$ cat src/design/pbedc_pkg.sv
// Purpose: Shared constants and types for the port B change detector
// Assumes: APB slave with 32-bit data, one aligned word per register
// Notes: Register offsets are byte addresses
package pbedc_pkg;
  localparam int unsigned PBEDC_AW = 4;
  localparam logic [3:0] PBEDC_OFS_RISE = 4'h0;
  localparam logic [3:0] PBEDC_OFS_FALL = 4'h4;
  localparam logic [3:0] PBEDC_OFS_FLAG = 4'h8;
  localparam logic [3:0] PBEDC_OFS_CTRL = 4'hc;
  localparam logic [7:0] PBEDC_RST_REG = 8'h00;
  localparam logic [7:0] PBEDC_IMPL_MASK = 8'hf0;
  localparam int unsigned PBEDC_CTRL_MEN_BIT = 0;
  localparam int unsigned PBEDC_CTRL_SUM_BIT = 1;
  localparam int unsigned PBEDC_SYNC_STAGES = 2;
  // Register write request decoded from the bus
  typedef struct packed {
    logic rise;
    logic fall;
    logic flag;
    logic ctrl;
  } pbedc_wsel_t;
endpackage

$ cat src/design/pbedc_top.sv
// Purpose: Edge detector with sticky flags for port B pins 7 to 4
// Assumes: Pins are asynchronous to pclk; standard APB master
// Notes: Port A flags arrive as a ready OR term from outside
//
// Contract
// [RULE1] Rise enable watches pin for rising edges
// [RULE2] Fall enable watches pin for falling edges
// [RULE3] Cleared enable ignores that edge polarity
// [RULE4] Enabled matching edge sets pin flag
// [RULE5] Enabled edge raises flag and summary
// [RULE6] Flag stays set until software writes zero
// [RULE7] Bits 3 to 0 read zero, ignore writes
// [RULE8] All enables and flags reset to zero
// [RULE9] Detection always; interrupt only when master enabled
// [RULE10] Summary flag ORs all flags both ports
// [RULE11] Edge during flag write keeps flag set
// [RULE12] Edge in sleep sets flag and wakes; here wake_request follows change_irq, so it needs master enable
// [RULE13] Synchronise pins, compare successive samples
//
// The implementer's own choices: the APB interface to the registers and the register addresses.
`default_nettype none
module pbedc_top
  import pbedc_pkg::*;
(
  input wire logic pclk,
  input wire logic presetn,
  input wire logic psel,
  input wire logic penable,
  input wire logic pwrite,
  input wire logic [PBEDC_AW-1:0] paddr,
  input wire logic [31:0] pwdata,
  input wire logic [3:0] pstrb,
  output logic [31:0] prdata,
  output logic pready,
  output logic pslverr,
  input wire logic [7:0] port_b_pins,
  input wire logic port_a_any_flag,
  output logic change_irq_summary_flag,
  output logic change_irq,
  output logic wake_request
);
  logic [7:0] sync1_ff, sync2_ff, prev_ff;
  logic [7:0] rise_enable_b_ff, fall_enable_b_ff, edge_flag_b_ff;
  logic change_irq_master_enable_ff;
  logic [7:0] nxt_rise, nxt_fall, nxt_flag;
  logic nxt_men;
  logic [31:0] prdata_ff, nxt_prdata;
  logic [7:0] rise_evt, fall_evt, edge_evt;
  pbedc_wsel_t wsel;
  wire logic access = psel & penable;
  wire logic wr_ok = access & pwrite & pstrb[0];
  wire logic known = (paddr == PBEDC_OFS_RISE) | (paddr == PBEDC_OFS_FALL) |
                     (paddr == PBEDC_OFS_FLAG) | (paddr == PBEDC_OFS_CTRL);

  // Two-stage synchroniser, then previous sample for edge compare
  always_ff @(posedge pclk or negedge presetn) begin
    if (!presetn) begin
      sync1_ff <= PBEDC_RST_REG;
      sync2_ff <= PBEDC_RST_REG;
      prev_ff <= PBEDC_RST_REG;
    end else begin
      sync1_ff <= port_b_pins; // see [RULE13]
      sync2_ff <= sync1_ff;
      prev_ff <= sync2_ff;
    end
  end

  // Edge events gated per pin by enable; low nibble never fires
  assign rise_evt = sync2_ff & ~prev_ff & rise_enable_b_ff; // see [RULE1]
  assign fall_evt = ~sync2_ff & prev_ff & fall_enable_b_ff; // see [RULE2]
  assign edge_evt = (rise_evt | fall_evt) & PBEDC_IMPL_MASK; // see [RULE3]

  // Write decode
  assign wsel.rise = wr_ok & (paddr == PBEDC_OFS_RISE);
  assign wsel.fall = wr_ok & (paddr == PBEDC_OFS_FALL);
  assign wsel.flag = wr_ok & (paddr == PBEDC_OFS_FLAG);
  assign wsel.ctrl = wr_ok & (paddr == PBEDC_OFS_CTRL);

  // Next values; unimplemented bits masked out of every write
  assign nxt_rise = wsel.rise ? (pwdata[7:0] & PBEDC_IMPL_MASK)
                              : rise_enable_b_ff; // see [RULE7]
  assign nxt_fall = wsel.fall ? (pwdata[7:0] & PBEDC_IMPL_MASK)
                              : fall_enable_b_ff; // see [RULE7]
  // Hardware set wins over a software write of zero
  assign nxt_flag = (wsel.flag ? (pwdata[7:0] & PBEDC_IMPL_MASK)
                               : edge_flag_b_ff)
                    | edge_evt; // see [RULE4] see [RULE6] see [RULE11]
  assign nxt_men = wsel.ctrl ? pwdata[PBEDC_CTRL_MEN_BIT]
                             : change_irq_master_enable_ff;

  // Register file
  always_ff @(posedge pclk or negedge presetn) begin
    if (!presetn) begin
      rise_enable_b_ff <= PBEDC_RST_REG; // see [RULE8]
      fall_enable_b_ff <= PBEDC_RST_REG;
      edge_flag_b_ff <= PBEDC_RST_REG;
      change_irq_master_enable_ff <= 1'b0;
      prdata_ff <= 32'h0000_0000;
    end else begin
      rise_enable_b_ff <= nxt_rise;
      fall_enable_b_ff <= nxt_fall;
      edge_flag_b_ff <= nxt_flag;
      change_irq_master_enable_ff <= nxt_men;
      prdata_ff <= nxt_prdata;
    end
  end

  // Read mux, captured in setup phase so data is a flop in access
  always_comb begin
    nxt_prdata = 32'h0000_0000;
    if (psel & ~penable & ~pwrite) begin
      unique case (paddr)
        PBEDC_OFS_RISE: nxt_prdata[7:0] = rise_enable_b_ff;
        PBEDC_OFS_FALL: nxt_prdata[7:0] = fall_enable_b_ff;
        PBEDC_OFS_FLAG: nxt_prdata[7:0] = edge_flag_b_ff;
        PBEDC_OFS_CTRL: begin
          nxt_prdata[PBEDC_CTRL_MEN_BIT] = change_irq_master_enable_ff;
          nxt_prdata[PBEDC_CTRL_SUM_BIT] = change_irq_summary_flag;
        end
        default: nxt_prdata = 32'h0000_0000;
      endcase
    end else begin
      nxt_prdata = prdata_ff;
    end
  end

  assign prdata = prdata_ff;
  assign pready = 1'b1;
  assign pslverr = access & ~known;

  // Summary, interrupt and wake outputs
  assign change_irq_summary_flag = (|edge_flag_b_ff) | port_a_any_flag; // see [RULE10]
  assign change_irq = change_irq_summary_flag
                      & change_irq_master_enable_ff; // see [RULE9] see [RULE5]
  assign wake_request = change_irq; // see [RULE12]

  // Checks
  flag_set_a: assert property (@(posedge pclk) disable iff (!presetn)
    |edge_evt |=> (edge_flag_b_ff & $past(edge_evt)) == $past(edge_evt))
    else $error("enabled edge did not set flag"); // see [RULE4]
  rise_gate_a: assert property (@(posedge pclk) disable iff (!presetn)
    (!rise_enable_b_ff[4] && !fall_enable_b_ff[4] && !edge_flag_b_ff[4]
     && !wsel.flag) |=> !edge_flag_b_ff[4])
    else $error("flag set without enable"); // see [RULE3]
  sticky_flag_a: assert property (@(posedge pclk) disable iff (!presetn)
    (edge_flag_b_ff[7] && !wsel.flag) |=> edge_flag_b_ff[7])
    else $error("flag dropped without write"); // see [RULE6]
  low_zero_a: assert property (@(posedge pclk) disable iff (!presetn)
    (rise_enable_b_ff[3:0] | fall_enable_b_ff[3:0] | edge_flag_b_ff[3:0])
    == 4'h0)
    else $error("low bits not zero"); // see [RULE7]
  set_wins_a: assert property (@(posedge pclk) disable iff (!presetn)
    (wsel.flag && edge_evt[5]) |=> edge_flag_b_ff[5])
    else $error("clear beat edge"); // see [RULE11]
  irq_gate_a: assert property (@(posedge pclk) disable iff (!presetn)
    change_irq == (change_irq_master_enable_ff && change_irq_summary_flag))
    else $error("irq gating wrong"); // see [RULE9]
  summary_or_a: assert property (@(posedge pclk) disable iff (!presetn)
    (|edge_flag_b_ff) |-> change_irq_summary_flag)
    else $error("summary missing flag"); // see [RULE10]
  rise_detect_a: assert property (@(posedge pclk) disable iff (!presetn)
    (rise_enable_b_ff[6] && $rose(sync2_ff[6])) |=> edge_flag_b_ff[6])
    else $error("rising edge missed"); // see [RULE1]
  fall_detect_a: assert property (@(posedge pclk) disable iff (!presetn)
    (fall_enable_b_ff[6] && $fell(sync2_ff[6])) |=> edge_flag_b_ff[6])
    else $error("falling edge missed"); // see [RULE2]
  wake_a: assert property (@(posedge pclk) disable iff (!presetn)
    (change_irq_master_enable_ff && |edge_evt) |=> ##0 wake_request)
    else $error("no wake on edge"); // see [RULE12]
  cov_rise_c: cover property (@(posedge pclk) disable iff (!presetn)
    |rise_evt);
  cov_fall_c: cover property (@(posedge pclk) disable iff (!presetn)
    |fall_evt);
  cov_race_c: cover property (@(posedge pclk) disable iff (!presetn)
    wsel.flag && |edge_evt);
  cov_irq_c: cover property (@(posedge pclk) disable iff (!presetn)
    $rose(change_irq));
endmodule
`default_nettype wire

$ cat config.mk
export PLATFORM = sky130hd
export DESIGN_NAME = pbedc_top
export DESIGN_NICKNAME = d
export VERILOG_FILES = /design/src/design/pbedc_pkg.sv /design/src/design/pbedc_top.sv
export SDC_FILE = /design/constraint.sdc
export NUM_CORES = 1
export LEC_CHECK = 0
export BUFFER_PORTS_ARGS = -buffer_cell sky130_fd_sc_hd__buf_2
export CAP_MARGIN = 20
export CORE_ASPECT_RATIO = 0.6
export CORE_MARGIN = 5
export CORE_UTILIZATION = 39
export CTS_CLUSTER_DIAMETER = 150
export CTS_CLUSTER_SIZE = 10
export DETAILED_ROUTE_END_ITERATION = 16
export PLACE_DENSITY = 0.76
export SETUP_SLACK_MARGIN = 0.2
export SLEW_MARGIN = 20
export SYNTH_ARGS = -nofsm -noshare
export SYNTH_HDL_FRONTEND = slang
export SYNTH_SLANG_ARGS = --single-unit
$ cat constraint.sdc
create_clock -name pclk -period 1.54 [get_ports pclk]
set_clock_uncertainty 0.2 [all_clocks]
set_input_delay 0 -clock pclk [delete_from_list [all_inputs] [get_ports pclk]]
set_output_delay 0 -clock pclk [all_outputs]
set_load 0.1 [all_outputs]
==> flow_summary.json <==
{
  "outcome": "finished, violations left",
  "failing_checks": "hold timing, setup timing",
  "clock_root_cell": "sky130_fd_sc_hd__clkbuf_8",
  "ys_async_sr_fraction_pct": 100.0,
  "drc": 0,
  "part_of_the_yosys_area_used_for_sequential_elements_pct": 49.88,
  "setup_viol": 4,
  "routed-via-count": 1117,
  "postLayoutSetupSlackWorst_ps": -264.7,
  "drt-wirelength-per-cell_um": 13.57,
  "final.hold.worst_slack_ps": -19.90,
  "ir_drop_worst_case_vdd_mv": 0.6624,
  "combinational_family_with_the_most_area_after_synthesis": "buffers and inverters",
  "worst_setup_path_start_kind": "flop",
  "synth_fa_ha_area_share_pct": 0,
  "synthesized_flop_and_latch_total": 31,
  "antenna_violating_nets_post_route": 0,
  "p_leak_nw": 0.9833,
  "worstSetupEndpointType": "output port",
  "critPathMaxFanout": 3,
  "die_height_um": 58.92,
  "clock.fmax_ghz": 0.5541,
  "rows": 17,
  "antenna-diode-count": 0,
  "cp_slowest_cell": "sky130_fd_sc_hd__or4_4",
  "clkLatencyLatePin_ps": 280,
  "layout_worst_path_cycle_share_pct": 117.2,
  "worst_hold_path.num_cells": 4,
  "drt_first_pass_iters": 4,
  "numPlacedInstances": 218,
  "muxShareOfSynthArea_pct": 10.38,
  "totalWireLength_um": 3285,
  "die-width_um": 91.53,
  "cp.required_ps": 1340,
  "hp-class": "input pin to flop",
  "timing_worst_setup_path_type": "flop to output port",
  "synth_cells": 139,
  "cts_tree": "done",
  "overflow": 0,
  "grt_pass1_vias": 1084,
  "area_of_the_die_um2": 5392,
  "post_synth_xor_area_fraction_pct": 0,
  "power_density_nw_per_um2": 1112,
  "final-hold-violation-count": 5,
  "design.portCount": 91,
  "syn_std_cell_area_um2": 1555,
  "post_synth_edffs": 0,
  "worst_case_register_to_register_setup_slack_ps": -50,
  "drive_above_1_share_pct": 41.03,
  "rsz0062_at_grt": "yes",
  "cp_num_buf_inv": 1,
  "cts_htree_levels": 2,
  "hp-start": "paddr[2]",
  "post-dp-hpwl_um": 2432,
  "synthDistinctLibCells": 32,
  "timing.critical_path.cells": "or4_4 > nor2_4 > nor2b_4 > buf_12",
  "avgViaCountPerCell": 4.616,
  "tns_ps": -823.8,
  "max_stage_delay_ps": 530,
  "maximum_capacitance_violations": 0,
  "non_filler_instance_count_after_layout": 242,
  "endpoint_of_the_most_critical_register_to_register_path": "prdata[1]",
  "area_fraction_in_and_or_nand_and_nor_cells_after_synthesis_pct": 14.96,
  "numCtsBuffers": 5,
  "synth_top_area_cell": "sky130_fd_sc_hd__dfrtp_1",
  "critPathTopFamily": "simple AND/OR/NAND/NOR gates",
  "dominantRegCellSynth": "sky130_fd_sc_hd__dfrtp_1",
  "core_area_um2": 3765,
  "areaGrowthSynthToFinish_pct": 34.19,
  "postPlaceCellArea_um2": 1750,
  "post-synth-top-area-fraction_pct": 49.88,
  "finalNetCount": 248,
  "worst_ep_arrival_time_ps": 1600,
  "reg2regPathDepth": 4,
  "synth_area_leaders": "sky130_fd_sc_hd__dfrtp_1 50%, sky130_fd_sc_hd__buf_4 14%, sky130_fd_sc_hd__mux2_2 6.5%",
  "antenna_violations_before_repair": 0,
  "yosys.cell_count.top_type": "sky130_fd_sc_hd__dfrtp_1",
  "grt_first_pass_wirelength_um": 5119,
  "hold_end": "edge_flag_b_ff[4]",
  "postSynthAreaPerCell_um2": 11.19,
  "yosys_warnings": 0,
  "design_power_total_w": 0.002320,
  "synth_compound_gate_area_share_pct": 7.723,
  "grt_start_max_net_pins": 32,
  "port_buffers": 29,
  "finalMaxSlewViolations": 0,
  "timing.critical_path.from": "edge_flag_b_ff[5]",
  "worstReg2RegStart": "edge_flag_b_ff[5]",
  "post-route-min-period_ps": 1805,
  "clock_sinks": 31,
  "first_iteration_detailed_routing_drc_count": 23,
  "gp_routability_congestion": 0.8035,
  "stdcell_area_um2": 2087,
  "initial_utilization_pct": 41.31,
  "max_buffers_root_to_sink": 2,
  "grt.total_usage_pct": 12.62,
  "ys_top_cells_by_count": "31 x sky130_fd_sc_hd__dfrtp_1, 28 x sky130_fd_sc_hd__buf_4, 10 x sky130_fd_sc_hd__nand2_1",
  "clk_pin_slew_worst_paths_ps": 70
}
==> worst min-delay path, cell delays in order <==
cell and delay (ps):
sky130_fd_sc_hd__buf_2 140, sky130_fd_sc_hd__or4b_4 160, sky130_fd_sc_hd__o21ai_1 70, sky130_fd_sc_hd__nand3_1 70
==> timing repair <==
| action | 4_1_cts | 5_1_grt |
|---|---|---|
| endpoints found under the setup margin | 4 | 14 |
| buffers inserted | 2 | 1 |
| hold buffers | 13 | 0 |
| pin swaps | 2 | 2 |
| gates resized for setup | 13 | 6 |
| endpoints found under the hold margin | 51 | 0 |
| gates cloned | 0 | 0 |
==> logic make-up (layout without fill, tap and decap cells) <==
group / after synthesis / count (layout)
other: 2 / 27
and+or+nand+nor: 39 / 39
muxes: 13 / 13
AOI/OAI and AO/OA: 18 / 18
buffers and inverters: 36 / 67
DFF: 31 / 31
==> how the worst max path moves through the flow <==
| stage | end | slack (ps) | depth (start not counted) |
|---|---|---|---|
| detailed placement | wake_request | -80 | 4 |
| global route | wake_request | -290 | 4 |
| finish | wake_request | -260 | 4 |
| global placement | wake_request | -60 | 4 |
| CTS | change_irq | -290 | 4 |
| floorplan | change_irq_summary_flag | -80 | 3 |
==> final cells by class <==
type	count	area [µm²]
Tap cell	47	58.81
Multi-Input combinational cell	97	671.9
Clock buffer	6	82.58
Fill cell	324	1678
Timing Repair Buffer	56	445.4
Inverter	3	11.26
Sequential cell	31	782.0
Clock inverter	2	35.03
==> power breakdown <==
part	switching, W	internal [W]	leakage [nW]
logic	0.000452	0.000144	0.548
registers	0.0000356	0.000867	0.375
clock network	0.000299	0.000523	0.0612
total	0.000787	0.00153	0.983
==> state kept, by name (all words and copies together) (netlist names) <==
signal and count:
edge_flag_b_ff 4, sync1_ff 4, prdata 6, change_irq_master_enable_ff 1, rise_enable_b_ff 4, fall_enable_b_ff 4
prev_ff 4, sync2_ff 4
==> cell usage in the layout (no fill, tap or decap), types with 3 or more instances in the layout <==
master / n
sky130_fd_sc_hd__nand3_1: 8
sky130_fd_sc_hd__mux2_2: 9
sky130_fd_sc_hd__nand3b_1: 4
sky130_fd_sc_hd__o21a_1: 4
sky130_fd_sc_hd__mux2_4: 4
sky130_fd_sc_hd__o21ai_1: 3
sky130_fd_sc_hd__conb_1: 27
sky130_fd_sc_hd__dfrtp_1: 26
sky130_fd_sc_hd__o21ai_0: 5
sky130_fd_sc_hd__buf_12: 4
sky130_fd_sc_hd__buf_4: 14
sky130_fd_sc_hd__dfrtp_2: 5
sky130_fd_sc_hd__dlygate4sd3_1: 11
sky130_fd_sc_hd__nor3_1: 4
sky130_fd_sc_hd__nand2_1: 9
sky130_fd_sc_hd__clkbuf_8: 6
sky130_fd_sc_hd__buf_2: 25
==> stage by stage <==
stage | util, % | hold WS (ps) | setup WS (ps)
after global placement | 46.49 | -167.6 | -64.66
final | 55.43 | -19.90 | -264.7
after CTS | 54.67 | -25.57 | -290.6
after detailed placement | 46.49 | -159.4 | -78.83
after floorplan | - | -495.6 | -76.47
after global routing | 55.43 | 2.672 | -294.9
==> routing by layer <==
metal / global-route usage (%) / routed length [µm] / part of all wire [%] / vias to the layer above
li1: - / - / - / 541
met1: 16.94 / 1522 / 46 / 530
met5: 0 / 0 / 0 / -
met4: 5.150 / 49 / 1.5 / 0
met3: 4.981 / 230 / 7.0 / 7
met2: 18.17 / 1482 / 45 / 39
No activity file was read; power rests on OpenSTA's default activity.
